**src/adct_pkg.sv**
```systemverilog
// Package: register map, field layout and phase timing constants for the converter timing block
package adct_pkg;

    localparam int AXI_ADDR_W = 8;
    localparam int AXI_DATA_W = 32;
    localparam int TIMER_W    = 10;

    // Register byte addresses
    localparam logic [AXI_ADDR_W-1:0] TIMING_ADDR  = 8'h00;
    localparam logic [AXI_ADDR_W-1:0] TEST_ADDR    = 8'h04;
    localparam logic [AXI_ADDR_W-1:0] CONTROL_ADDR = 8'h08;
    localparam logic [AXI_ADDR_W-1:0] STATUS_ADDR  = 8'h0c;
    localparam logic [AXI_ADDR_W-1:0] RESULT_ADDR  = 8'h10;

    // Reset values
    localparam logic [7:0] TIMING_RESET = 8'h00;
    localparam logic [7:0] TEST_RESET   = 8'h00;

    // Timing register fields
    localparam int SAMPLE_LSB = 5;
    localparam int SAMPLE_W   = 3;
    localparam int CONVERSION_PERIOD_FIELD_LSB   = 0;
    localparam int CONVERSION_PERIOD_FIELD_W     = 5;

    // Test, control and status bits
    localparam int TEST_GROUND_BIT = 0;
    localparam int TEST_REF_BIT    = 1;
    localparam int TEST_OFFSET_LSB = 4;
    localparam int TEST_OFFSET_W   = 4;
    localparam int CTRL_START_BIT  = 0;
    localparam int CTRL_TEN_BIT    = 1;
    localparam int STAT_BUSY_BIT   = 0;
    localparam int STAT_SAMPLE_BIT = 1;
    localparam int STAT_DONE_BIT   = 2;

    // Phase arithmetic, in oscillator periods
    localparam logic [TIMER_W-1:0] SAMPLE_MULT  = 10'h008;
    localparam logic [TIMER_W-1:0] SAMPLE_EXTRA = 10'h002;
    localparam logic [TIMER_W-1:0] CONVERSION_PERIOD_FIELD_EXTRA   = 10'h003;
    localparam logic [TIMER_W-1:0] BITS_LOW     = 10'h008;
    localparam logic [TIMER_W-1:0] BITS_HIGH    = 10'h00a;
    localparam logic [TIMER_W-1:0] ONE_CYCLE    = 10'h001;
    localparam logic [TIMER_W-1:0] CONVERSION_PERIOD_FIELD_MAX     = 10'h283;

    localparam logic [1:0] RESP_OKAY   = 2'h0;
    localparam logic [1:0] RESP_SLVERR = 2'h2;

    typedef enum logic [1:0] {ADCT_IDLE, ADCT_SAMPLE, ADCT_CONVERT} adct_phase_type;

    function automatic logic [TIMER_W-1:0] adct_sample_cycles(input logic [SAMPLE_W-1:0] field);
        adct_sample_cycles = TIMER_W'(field) * SAMPLE_MULT + SAMPLE_EXTRA;
    endfunction

    function automatic logic [TIMER_W-1:0] adct_conversion_period_field_cycles(input logic [CONVERSION_PERIOD_FIELD_W-1:0] field, input logic ten);
        logic [TIMER_W-1:0] bits;
        bits = ten ? BITS_HIGH : BITS_LOW;
        adct_conversion_period_field_cycles = (TIMER_W'(field) + ONE_CYCLE) * (bits << 1) + CONVERSION_PERIOD_FIELD_EXTRA;
    endfunction

    // Offset is signed, in LSBs of the active resolution; result saturates at both ends
    function automatic logic [9:0] adct_apply_offset(input logic [9:0] raw, input logic [TEST_OFFSET_W-1:0] off,
                                                     input logic ten);
        logic signed [11:0] v;
        logic signed [11:0] top;
        v   = ten ? $signed({2'h0, raw}) : $signed({4'h0, raw[9:2]});
        v   = v + 12'(signed'(off));
        top = ten ? 12'sh3ff : 12'sh0ff;
        if (v < 12'sh000) begin
            adct_apply_offset = 10'h000;
        end else if (v > top) begin
            adct_apply_offset = top[9:0];
        end else begin
            adct_apply_offset = v[9:0];
        end
    endfunction

endpackage

```
**src/adct_phase_timer.sv**
```systemverilog
// Down counter that times one converter phase
`timescale 1ns/1ps
module adct_phase_timer #(
    parameter int W = 10
) (
    // Clock and reset
    input  wire logic         sys_clk,
    input  wire logic         rst_n,
    // Load and expiry
    input  wire logic         load,
    input  wire logic [W-1:0] load_value,
    output logic              expire
);
    import adct_pkg::*;

    if (W < 2) begin : g_check
        $error("adct_phase_timer: W too small");
    end

    typedef struct packed {
        logic [W-1:0] count;
        logic         running;
    } adct_timer_type;

    adct_timer_type s;
    adct_timer_type next_s;

    // Expires in the cycle its count reaches zero, so load_value+1 cycles pass
    assign expire = s.running && (s.count == '0);

    always_comb begin
        next_s = s;
        if (load) begin
            next_s.count   = load_value;
            next_s.running = 1'b1;
        end else if (s.running) begin
            if (s.count == '0) begin
                next_s.running = 1'b0;
            end else begin
                next_s.count = s.count - 1'b1;
            end
        end
    end

    always_ff @(posedge sys_clk or negedge rst_n) begin
        if (!rst_n) begin
            s <= '0;
        end else begin
            s <= next_s;
        end
    end

    load_run_a: assert property (@(posedge sys_clk) disable iff (!rst_n)
        load |=> s.running && (s.count == $past(load_value)))
        else $error("timer did not start");

endmodule

```
**src/adct_top.sv**
```systemverilog
// Converter sample and conversion phase timing with its AXI4-Lite register file
// Operation
// - One software-written timing byte sets sample and conversion length, both resolutions.
// - Sample phase lasts sample field times 8 plus 2 oscillator periods.
// - Conversion lasts (conversion field plus 1) times 2B plus 3 periods.
// - Timing works for every register value; accuracy only within rated ranges.
// - Test register selects ground or reference input and adds zero offset.
`timescale 1ns/1ps
module adct_top (
    // Clock and reset
    input  wire logic                            sys_clk,
    input  wire logic                            rstn,
    // AXI4-Lite write
    input  wire logic [adct_pkg::AXI_ADDR_W-1:0] s_axi_awaddr,
    input  wire logic                            s_axi_awvalid,
    output logic                                 s_axi_awready,
    input  wire logic [adct_pkg::AXI_DATA_W-1:0] s_axi_wdata,
    input  wire logic [3:0]                      s_axi_wstrb,
    input  wire logic                            s_axi_wvalid,
    output logic                                 s_axi_wready,
    output logic [1:0]                           s_axi_bresp,
    output logic                                 s_axi_bvalid,
    input  wire logic                            s_axi_bready,
    // AXI4-Lite read
    input  wire logic [adct_pkg::AXI_ADDR_W-1:0] s_axi_araddr,
    input  wire logic                            s_axi_arvalid,
    output logic                                 s_axi_arready,
    output logic [adct_pkg::AXI_DATA_W-1:0]      s_axi_rdata,
    output logic [1:0]                           s_axi_rresp,
    output logic                                 s_axi_rvalid,
    input  wire logic                            s_axi_rready,
    // Analog front end
    input  wire logic [9:0]                      raw_result,
    output logic                                 sample_enable,
    output logic                                 convert_enable,
    output logic                                 resolution_ten,
    output logic                                 select_ground,
    output logic                                 select_reference,
    output logic [adct_pkg::TEST_OFFSET_W-1:0]   zero_offset,
    output logic                                 conversion_done
);
    import adct_pkg::*;

    typedef struct packed {
        adct_phase_type        phase;
        logic [7:0]            timing;
        logic [7:0]            test;
        logic                  ctrl_ten;
        logic                  ten_latched;
        logic                  done_flag;
        logic [9:0]            result;
        logic [9:0]            raw_meta;
        logic [9:0]            raw_sync;
        logic                  aw_full;
        logic [AXI_ADDR_W-1:0] aw_addr;
        logic                  w_full;
        logic [7:0]            w_data;
        logic                  w_strb0;
        logic                  awready;
        logic                  wready;
        logic                  bvalid;
        logic [1:0]            bresp;
        logic                  arready;
        logic                  rvalid;
        logic [AXI_DATA_W-1:0] rdata;
        logic [1:0]            rresp;
        logic                  sample_enable;
        logic                  convert_enable;
        logic                  select_ground;
        logic                  select_reference;
        logic                  conversion_done;
    } adct_state_type;

    adct_state_type s;
    adct_state_type next_s;
    logic [1:0]         rst_pipe;
    logic               rst_n;
    logic               timer_load;
    logic [TIMER_W-1:0] timer_value;
    logic               timer_expire;
    logic               start;

    ////////////////////////////////////////////////////////////////////////////
    // Reset release is synchronised; assertion stays asynchronous
    always_ff @(posedge sys_clk or negedge rstn) begin
        if (!rstn) begin
            rst_pipe <= 2'h0;
        end else begin
            rst_pipe <= {rst_pipe[0], 1'b1};
        end
    end
    assign rst_n = rst_pipe[1];

    adct_phase_timer #(
        .W (TIMER_W)
    ) u_timer (
        .sys_clk    (sys_clk),
        .rst_n      (rst_n),
        .load       (timer_load),
        .load_value (timer_value),
        .expire     (timer_expire)
    );

    ////////////////////////////////////////////////////////////////////////////
    always_comb begin
        next_s                 = s;
        next_s.conversion_done = 1'b0;
        timer_load             = 1'b0;
        timer_value            = '0;
        start                  = 1'b0;
        // Raw code comes from the analog side, off this clock
        next_s.raw_meta = raw_result;
        next_s.raw_sync = s.raw_meta;

        if (s_axi_awvalid && s.awready) begin
            next_s.aw_full = 1'b1;
            next_s.aw_addr = s_axi_awaddr;
        end
        if (s_axi_wvalid && s.wready) begin
            next_s.w_full  = 1'b1;
            next_s.w_data  = s_axi_wdata[7:0];
            next_s.w_strb0 = s_axi_wstrb[0];
        end
        if (s.bvalid && s_axi_bready) begin
            next_s.bvalid = 1'b0;
        end
        // All writable registers live in byte lane 0; other lanes are ignored
        if (s.aw_full && s.w_full && !s.bvalid) begin
            next_s.aw_full = 1'b0;
            next_s.w_full  = 1'b0;
            next_s.bvalid  = 1'b1;
            next_s.bresp   = RESP_OKAY;
            if (s.aw_addr == TIMING_ADDR) begin
                if (s.w_strb0) begin
                    next_s.timing = s.w_data;
                end
            end else if (s.aw_addr == TEST_ADDR) begin
                if (s.w_strb0) begin
                    next_s.test = s.w_data;
                end
            end else if (s.aw_addr == CONTROL_ADDR) begin
                if (s.w_strb0) begin
                    next_s.ctrl_ten = s.w_data[CTRL_TEN_BIT];
                    start           = s.w_data[CTRL_START_BIT];
                end
            end else if (s.aw_addr == STATUS_ADDR || s.aw_addr == RESULT_ADDR) begin
                next_s.bresp = RESP_OKAY;
            end else begin
                next_s.bresp = RESP_SLVERR;
            end
        end

        if (s_axi_arvalid && s.arready) begin
            next_s.rvalid = 1'b1;
            next_s.rresp  = RESP_OKAY;
            next_s.rdata  = '0;
            if (s_axi_araddr == TIMING_ADDR) begin
                next_s.rdata[7:0] = s.timing;
            end else if (s_axi_araddr == TEST_ADDR) begin
                next_s.rdata[7:0] = s.test;
            end else if (s_axi_araddr == CONTROL_ADDR) begin
                next_s.rdata[CTRL_TEN_BIT] = s.ctrl_ten;
            end else if (s_axi_araddr == STATUS_ADDR) begin
                next_s.rdata[STAT_BUSY_BIT]   = (s.phase != ADCT_IDLE);
                next_s.rdata[STAT_SAMPLE_BIT] = (s.phase == ADCT_SAMPLE);
                next_s.rdata[STAT_DONE_BIT]   = s.done_flag;
            end else if (s_axi_araddr == RESULT_ADDR) begin
                next_s.rdata[9:0] = s.result;
            end else begin
                next_s.rresp = RESP_SLVERR;
            end
        end else if (s.rvalid && s_axi_rready) begin
            next_s.rvalid = 1'b0;
        end

        ////////////////////////////////////////////////////////////////////////
        // Any field value gives a finite phase; only accuracy depends on range
        case (s.phase)
            ADCT_IDLE: begin
                if (start) begin
                    next_s.phase       = ADCT_SAMPLE;
                    next_s.ten_latched = next_s.ctrl_ten;
                    next_s.done_flag   = 1'b0;
                    timer_load         = 1'b1;
                    timer_value        = adct_sample_cycles(s.timing[SAMPLE_LSB +: SAMPLE_W]) - ONE_CYCLE;
                end
            end
            ADCT_SAMPLE: begin
                if (timer_expire) begin
                    next_s.phase = ADCT_CONVERT;
                    timer_load   = 1'b1;
                    timer_value  = adct_conversion_period_field_cycles(s.timing[CONVERSION_PERIOD_FIELD_LSB +: CONVERSION_PERIOD_FIELD_W], s.ten_latched) - ONE_CYCLE;
                end
            end
            ADCT_CONVERT: begin
                if (timer_expire) begin
                    next_s.phase           = ADCT_IDLE;
                    next_s.result          = adct_apply_offset(s.raw_sync,
                                                 s.test[TEST_OFFSET_LSB +: TEST_OFFSET_W], s.ten_latched);
                    next_s.done_flag       = 1'b1;
                    next_s.conversion_done = 1'b1;
                end
            end
            default: begin
                next_s.phase = ADCT_IDLE;
            end
        endcase

        // Ready and phase outputs are registered copies of the next state
        next_s.awready          = !next_s.aw_full && !next_s.bvalid;
        next_s.wready           = !next_s.w_full && !next_s.bvalid;
        next_s.arready          = !next_s.rvalid;
        next_s.sample_enable    = (next_s.phase == ADCT_SAMPLE);
        next_s.convert_enable   = (next_s.phase == ADCT_CONVERT);
        // Ground wins when software sets both select bits
        next_s.select_ground    = next_s.test[TEST_GROUND_BIT];
        next_s.select_reference = next_s.test[TEST_REF_BIT] && !next_s.test[TEST_GROUND_BIT];
    end

    always_ff @(posedge sys_clk or negedge rst_n) begin
        if (!rst_n) begin
            s        <= '0;
            s.phase  <= ADCT_IDLE;
            s.timing <= TIMING_RESET;
            s.test   <= TEST_RESET;
        end else begin
            s <= next_s;
        end
    end

    assign s_axi_awready    = s.awready;
    assign s_axi_wready     = s.wready;
    assign s_axi_bresp      = s.bresp;
    assign s_axi_bvalid     = s.bvalid;
    assign s_axi_arready    = s.arready;
    assign s_axi_rdata      = s.rdata;
    assign s_axi_rresp      = s.rresp;
    assign s_axi_rvalid     = s.rvalid;
    assign sample_enable    = s.sample_enable;
    assign convert_enable   = s.convert_enable;
    assign resolution_ten   = s.ten_latched;
    assign select_ground    = s.select_ground;
    assign select_reference = s.select_reference;
    assign zero_offset      = s.test[TEST_OFFSET_LSB +: TEST_OFFSET_W];
    assign conversion_done  = s.conversion_done;

    ////////////////////////////////////////////////////////////////////////////
    // Checking helpers: cycles spent in the current phase and its expected length
    logic [TIMER_W:0]   phase_len;
    logic [TIMER_W-1:0] exp_len;
    always_ff @(posedge sys_clk or negedge rst_n) begin
        if (!rst_n) begin
            phase_len <= '0;
            exp_len   <= '0;
        end else begin
            phase_len <= (next_s.phase != s.phase) ? (TIMER_W+1)'(1) : phase_len + 1'b1;
            if (timer_load) begin
                exp_len <= timer_value + ONE_CYCLE;
            end
        end
    end

    sample_load_a: assert property (@(posedge sys_clk) disable iff (!rst_n)
        $rose(sample_enable) |-> exp_len == TIMER_W'($past(s.timing[SAMPLE_LSB +: SAMPLE_W])) * SAMPLE_MULT + SAMPLE_EXTRA)
        else $error("sample length not field*8+2");
    sample_len_a: assert property (@(posedge sys_clk) disable iff (!rst_n)
        $fell(sample_enable) |-> $past(phase_len) == {1'b0, $past(exp_len)})
        else $error("sample phase length wrong");
    conversion_period_field_load_a: assert property (@(posedge sys_clk) disable iff (!rst_n)
        $rose(convert_enable) |-> exp_len == (TIMER_W'($past(s.timing[CONVERSION_PERIOD_FIELD_LSB +: CONVERSION_PERIOD_FIELD_W])) + ONE_CYCLE)
            * ((resolution_ten ? BITS_HIGH : BITS_LOW) << 1) + CONVERSION_PERIOD_FIELD_EXTRA)
        else $error("conversion length formula wrong");
    conversion_period_field_len_a: assert property (@(posedge sys_clk) disable iff (!rst_n)
        $fell(convert_enable) |-> $past(phase_len) == {1'b0, exp_len})
        else $error("conversion phase length wrong");
    phase_order_a: assert property (@(posedge sys_clk) disable iff (!rst_n)
        $fell(sample_enable) |-> convert_enable)
        else $error("conversion did not follow sample");
    done_pulse_a: assert property (@(posedge sys_clk) disable iff (!rst_n)
        $fell(convert_enable) |-> conversion_done ##1 !conversion_done)
        else $error("done pulse missing");
    phase_bound_a: assert property (@(posedge sys_clk) disable iff (!rst_n)
        (sample_enable || convert_enable) |-> phase_len <= {1'b0, CONVERSION_PERIOD_FIELD_MAX})
        else $error("phase longer than any field allows");
    select_excl_a: assert property (@(posedge sys_clk) disable iff (!rst_n)
        !(select_ground && select_reference))
        else $error("ground and reference both selected");
    timing_read_a: assert property (@(posedge sys_clk) disable iff (!rst_n)
        (s_axi_arvalid && s_axi_arready && s_axi_araddr == TIMING_ADDR) |=> s_axi_rdata[7:0] == $past(s.timing))
        else $error("timing readback mismatch");
    bresp_hold_a: assert property (@(posedge sys_clk) disable iff (!rst_n)
        (s_axi_bvalid && !s_axi_bready) |=> s_axi_bvalid && $stable(s_axi_bresp))
        else $error("write response dropped");

endmodule

```
**config.mk**
```make
export PLATFORM = sky130hd
export DESIGN_NAME = adct_top
export DESIGN_NICKNAME = d
export VERILOG_FILES = /design/src/adct_pkg.sv /design/src/adct_phase_timer.sv /design/src/adct_top.sv
export SDC_FILE = /design/constraint.sdc
export NUM_CORES = 1
export LEC_CHECK = 0
export BUFFER_PORTS_ARGS = -buffer_cell sky130_fd_sc_hd__buf_2
export CAP_MARGIN = 20
export CORE_ASPECT_RATIO = 1.1
export CORE_MARGIN = 2
export CORE_UTILIZATION = 55
export CTS_CLUSTER_SIZE = 8
export DETAILED_ROUTE_END_ITERATION = 10
export PLACE_DENSITY_LB_ADDON = 0.3
export SKIP_LAST_GASP = 1
export SLEW_MARGIN = 30
export SYNTH_ARGS = -nofsm -noshare
export SYNTH_HDL_FRONTEND = slang
export SYNTH_SLANG_ARGS = --single-unit
export TNS_END_PERCENT = 50
```
**constraint.sdc**
```tcl
create_clock -name sys_clk -period 3.7 [get_ports sys_clk]
set_input_delay 0.74 -clock sys_clk [delete_from_list [all_inputs] [get_ports sys_clk]]
set_output_delay 0.74 -clock sys_clk [all_outputs]
set_load 0.02 [all_outputs]
```
==> results of run 1 <==
-- cell usage after synthesis (8+ instances only) --
cell	n	area, µm²
nand2_1	47	176
nor2_1	29	109
buf_4	41	308
ha_1	26	325
nand3_1	8	40.0
o21ai_0	24	120
mux2_2	41	462
inv_1	11	41.3
o21ai_1	13	65.1
clkbuf_1	8	30.0
a21oi_1	13	65.1
dfrtp_1	104	2600
xnor2_1	8	70.1
-- cell type report --
cell class	count	share of cell area
inverter	12	0.00741
sequential	104	0.418
clock inverter	7	0.0140
multi-input combinational	353	0.421
clock buffer	9	0.0198
timing repair buffer	100	0.0962
tap	120	0.0240
-- sequential cells by signal, summed over array words and instances (netlist names), 2 cells and up --
register	count
next_s	10
s	55
zero_offset	4
s_axi_rdata	10
u_timer.s	11
rst_pipe	2
-- metrics by stage --
stage,hold WS (ns),util,cells
after CTS,0.115,0.631,701
after floorplan,0.331,-,522
after detailed placement,0.335,0.604,680
final,0.129,0.641,705
after global placement,0.331,0.604,680
after global routing,0.116,0.641,705
-- where the power goes --
part	total, mW	switching [mW]	internal (mW)
Clock	0.726	0.399	0.327
Sequential	1.44	0.135	1.30
Combinational	0.600	0.305	0.295
Total	2.76	0.839	1.92
-- layer usage --
metal / vias up / global-route usage / share of wire
li1: 1881 / - / -
met1: 1888 / 0.247 / 0.41
met2: 105 / 0.372 / 0.53
met3: 19 / 0.0401 / 0.046
met4: 0 / 0.0714 / 0.016
met5: - / 0 / 0
-- kinds of logic after synthesis --
| group | synth area share |
|---|---|
| other | 0.00138 |
| AO/OA/AOI/OAI | 0.129 |
| adder cells (fa/ha/maj) | 0.0669 |
| XOR/XNOR | 0.0241 |
| buffers and inverters | 0.0756 |
| multiplexers | 0.0882 |
| flip-flops | 0.477 |
| AND/OR/NAND/NOR | 0.138 |
-- what timing repair did --
item | 4_1_cts | 5_1_grt
resized for setup | 6 | 9
setup endpoints to repair | 2 | 10
cloned | 0 | 0
pin swaps | 9 | 12
setup buffers | 5 | 3
-- path summary, 6_finish.rpt --
check | from | endpoint | cells after the start
worst max-delay path | resolution_ten | s[93] | 17
max in group asynchronous | rst_pipe[1] | s[98] | 1
worst min register to register | rst_pipe[1] | s[56] | 0
min in group sys_clk | next_s[65] | s[65] | 0
worst min-delay path | rstn | rst_pipe[1] | 1
worst max register to register | resolution_ten | s[93] | 17
==> summary.txt, run 1 <==
status -> complete, but fails checks
failing checks -> negative setup slack
die area -> 0.0107 mm²
Max Buffers Root-to-Sink -> 2
CP arrival -> 3.99 ns
max incr delay on CP -> 0.39 ns
fin crit share -> 1.01
antenna violations before repair -> 0
multi-input logic area -> 0.00263 mm²
Leakage -> 3.12 nW
ys flop type -> dfrtp_1
vias per cell -> 5.52
Avg Cell Area, Syn -> 10.9 µm²
RSZ-0062 raised after global routing -> yes
Area growth syn-to-layout -> 14.3%
share of layout cells above drive strength 1 -> 0.328
commonest non-fill, non-tap cell in the layout -> dfrtp_1
worst-path fanout max -> 5
pwr dens -> 443 mW/mm²
# port buffers -> 68
CTS tree -> done
pre-CTS setup slack -> -0.0607 ns
Rel. slew slack -> 0.431
maximum VDD drop -> 372 µV
antenna diode count -> 0
DR vias -> 3893
Synth Cell Area -> 0.00546 mm²
CTS Buf Count -> 9
sequential share of the synthesized area -> 0.477
Worst path slowest cell -> dfrtp_2
Final Cell Area -> 0.00624 mm²
drt first-iter violations -> 165
gr ovfl total -> 0
FF+latch area -> 0.00261 mm²
initial core utilization -> 0.560
Die X-Extent -> 99 µm
hold buffers post-CTS -> 0
ys async rst share -> 1.00
Yosys cell types -> 71
f_max -> 267 MHz
Routed Antenna Nets -> 0
final hold violations -> 0
DR WL/cell -> 15.5 µm
CTS clock-pin slew for the worst setup and hold paths -> 0.11 ns
Gate Count Post-Synth -> 499
DRC -> 0
vias in the first global route -> 3757
root buf cell -> clkbuf_8
Routability Congestion -> 0.898
slew of the pin with the lowest slew margin -> 0.847 ns
CP Capture Type -> flop
Final Skew -> 0.0146 ns
Pwr Total -> 2.76 mW
Reg2Reg Setup Slack -> -0.04 ns
post-DP HPWL -> 8160 µm
io pins -> 120
Startpoint Class -> flop
setup TNS -> -0.0758 ns
EDFF count, synth -> 0
num rows -> 38
area post-placement -> 0.00589 mm²
gr usage total -> 0.207
most frequent cells in the layout -> dfrtp_1 (102), buf_2 (68), nand2_1 (47), mux2_2 (39), buf_4 (29)
nets@finish -> 677
clock tree sinks -> 104
Die H -> 109 µm
Syn. warnings -> 0
FF+latch count, synth -> 104
CP Class -> reg2reg
drt pass-1 iters -> 7
WL final -> 11000 µm
Fillers -> 789
Core Area -> 0.00975 mm²
Critical path buffers and inverters -> 1
max-cap violations -> 0
critical path, cell by cell -> buf_6, mux2_2, ha_1, o21ai_0, o21ai_1, and3_1, o21a_1, nor2_2, xor2_1, ha_1, nand4b_1, nor2_1, and3_1, a41oi_2, o211ai_1, a21oi_2, a221o_1
largest net degree at the start of global routing -> 78
CTS H-tree depth -> 3
HP Class -> in2async
Final Critical Period -> 3.74 ns
CP required -> 3.95 ns
first-pass GRT wire length -> 17600 µm
Max Slew Vio Count -> 0
final setup violation count -> 2
Setup WS post-layout -> -0.0390 ns
family with the most delay on the worst path -> compound AO/OA/AOI/OAI gates
Clk Latency, worst-skew pair -> 0.37 ns
No activity file was read; power rests on OpenSTA's default activity.
==> inputs of run 2 (changes only) <==
Settings changed: PLACE_DENSITY from default to 0.83, PLACE_DENSITY_LB_ADDON 0.3 to default.
==> run 2 against run 1 <==
Net effect:
- sequential share of layout area is 0.13 points lower
- critical path type unchanged
- the flow still finishes with violations (negative setup slack)
- combinational power is 1% higher
- hold slack worse by 0.010 ns
- clock power is 3.4% higher
- register-to-register slack worse by 0.05 ns
- clock skew is 0.0030 ns lower
- first-iteration DRC count is 130% higher
- largest cell class unchanged
- setup slack worse by 0.049 ns
- clock-buffer cell count stayed put
- non-clock buffer count is 3 lower
==> summary.txt, run 2 (same netlist as run 1, synthesis figures left out) <==
status -> complete, but fails checks (unchanged)
failing checks -> negative setup slack (unchanged)
final setup violation count -> 4 (was 2)
slew of the pin with the lowest slew margin -> 0.798 ns (was 0.847 ns)
number of flip-flops in the largest register -> 55 (unchanged)
hold buffers post-CTS -> 0 (unchanged)
gr usage total -> 0.223 (was 0.207)
DRC -> 0 (unchanged)
drt pass-1 iters -> 8 (was 7)
most frequent cells in the layout -> dfrtp_1 (102), buf_2 (68), nand2_1 (47), mux2_2 (39), nor2_1 (28) (was dfrtp_1 (102), buf_2 (68), nand2_1 (47), mux2_2 (39), buf_4 (29))
Routed Antenna Nets -> 0 (unchanged)
CP required -> 4.01 ns (was 3.95 ns)
Max Buffers Root-to-Sink -> 2 (unchanged)
nets@finish -> 674 (was 677)
# port buffers -> 68 (unchanged)
post-layout util -> 0.642 (was 0.641)
maximum VDD drop -> 423 µV (was 372 µV)
share of layout cells above drive strength 1 -> 0.330 (was 0.328)
RSZ-0062 raised after global routing -> yes (unchanged)
WL final -> 11900 µm (was 11000 µm)
max incr delay on CP -> 0.42 ns (was 0.39 ns)
gr ovfl total -> 0 (unchanged)
pre-CTS setup slack -> -0.125 ns (was -0.0607 ns)
Setup WS post-layout -> -0.0884 ns (was -0.0390 ns)
clock tree sinks -> 104 (unchanged)
Reg2Reg Depth -> 18 (was 17)
largest net degree at the start of global routing -> 51 (was 78)
post-DP HPWL -> 8530 µm (was 8160 µm)
CTS Buf Count -> 9 (unchanged)
commonest non-fill, non-tap cell in the layout -> dfrtp_1 (unchanged)
num rows -> 38 (unchanged)
critical path, cell by cell -> buf_6, mux2_4, ha_4, a2111oi_4, o21ai_1, and3_1, o21a_1, nor2_4, xor2_2, ha_1, nand4b_1, nor2_1, and3_4, buf_4, a41o_1, a211o_1, a21oi_2, a221o_1 (was buf_6, mux2_2, ha_1, o21ai_0, o21ai_1, and3_1, o21a_1, nor2_2, xor2_1, ha_1, nand4b_1, nor2_1, and3_1, a41oi_2, o211ai_1, a21oi_2, a221o_1)
Die X-Extent -> 99 µm (unchanged)
root buf cell -> clkbuf_8 (unchanged)
Final Skew -> 0.0116 ns (was 0.0146 ns)
initial core utilization -> 0.560 (unchanged)
Max Slew Vio Count -> 0 (unchanged)
Worst path slowest cell -> dfrtp_2 (unchanged)
family with the most delay on the worst path -> compound AO/OA/AOI/OAI gates (unchanged)
vias in the first global route -> 3981 (was 3757)
antenna diode count -> 0 (unchanged)
worst reg2reg endpoint -> s[93] (unchanged)
CP Capture Type -> flop (unchanged)
Critical path buffers and inverters -> 2 (was 1)
setup TNS -> -0.189 ns (was -0.0758 ns)
DR WL/cell -> 16.9 µm (was 15.5 µm)
first-pass GRT wire length -> 18900 µm (was 17600 µm)
most flop-heavy register -> s (unchanged)
die area -> 0.0107 mm² (unchanged)
Leakage -> 3.11 nW (was 3.12 nW)
vias per cell -> 5.78 (was 5.52)
CP arrival -> 4.10 ns (was 3.99 ns)
Die H -> 109 µm (unchanged)
fin crit share -> 1.02 (was 1.01)
pwr dens -> 448 mW/mm² (was 443 mW/mm²)
f_max -> 264 MHz (was 267 MHz)
CTS H-tree depth -> 3 (unchanged)
DR vias -> 4057 (was 3893)
antenna violations before repair -> 0 (unchanged)
Rel. slew slack -> 0.464 (was 0.431)
Clk Latency, worst-skew pair -> 0.38 ns (was 0.37 ns)
CTS clock-pin slew for the worst setup and hold paths -> 0.11 ns (about the same)
Core Area -> 0.00975 mm² (unchanged)
Final Critical Period -> 3.79 ns (was 3.74 ns)
Crit Reg-Reg Startpoint -> resolution_ten (unchanged)
Routability Congestion -> 0.891 (was 0.898)
Startpoint Class -> flop (unchanged)
worst-path fanout max -> 5 (unchanged)
Reg2Reg Setup Slack -> -0.09 ns (was -0.04 ns)
CP Class -> reg2reg (unchanged)
max-cap violations -> 0 (unchanged)
io pins -> 120 (unchanged)
Area growth syn-to-layout -> 14.7% (was 14.3%)
drt first-iter violations -> 385 (was 165)
top flop regs -> s (55), u_timer.s (11) (unchanged)
final hold violations -> 0 (unchanged)
CTS tree -> done (unchanged)
HP Class -> in2async (unchanged)
run 2: worst max-delay path by stage:
stage / cells after the start / to / start / slack, ns
global placement: 17 / s[94] / resolution_ten / 0.01
global route: 19 / s[93] / resolution_ten / -0.25
finish: 18 / s[93] / resolution_ten / -0.09
floorplan: 18 / s[94] / resolution_ten / 0.006
CTS: 17 / s[93] / resolution_ten / -0.02
detailed placement: 17 / s[93] / resolution_ten / -0.13
run 2: timing repair:
item,CTS,global route
gates resized for setup,9,13
pin swaps,10,9
endpoints found under the setup margin,2,8
setup buffers,6,2
run 2: where the power goes:
part           internal [mW]  switching, mW
clock                  0.328          0.423
combinational          0.287          0.319
sequential              1.30          0.145
total                   1.92          0.888
run 2: final cells by class:
class / instances / area, µm²
sequential: 104 / 2610
multi-input combinational: 353 / 2670
fill: 695 / 3480
tap: 120 / 150
clock buffer: 9 / 124
timing repair buffer: 97 / 578
clock inverter: 7 / 88.8
inverter: 12 / 46.3
run 2: layer usage:
layer  GRT usage  wire (µm)  share of wire  up-vias
met3      0.0433        742          0.062       36
met5           0          0              0        -
met4      0.0861        324          0.027        0
li1            -          -              -     1866
met2       0.387       6230           0.52      183
met1       0.275       4600           0.39     1972
run 2: metrics by stage:
step | hold WS (ns) | total power, mW | cells | instance area [µm²]
2_1_floorplan | 0.331 | 1.87 | 522 | 5600
3_3_place_gp | 0.333 | 1.99 | 678 | 5870
3_5_place_dp | 0.335 | 2.04 | 679 | 5890
4_1_cts | 0.110 | 2.79 | 701 | 6190
5_1_grt | 0.0990 | 2.95 | 702 | 6260
6_report | 0.118 | 2.81 | 702 | 6260
run 2: worst register-to-register path: stages, from the launching register on:
cell and delay, ns:
dfrtp_2 0.42, buf_6 0.14, mux2_4 0.31, ha_4 0.23
a2111oi_4 0.28, o21ai_1 0.13, and3_1 0.20, o21a_1 0.20
nor2_4 0.10, xor2_2 0.18, ha_1 0.27, nand4b_1 0.10
nor2_1 0.05, and3_4 0.19, buf_4 0.13, a41o_1 0.17
a211o_1 0.27, a21oi_2 0.16, a221o_1 0.18
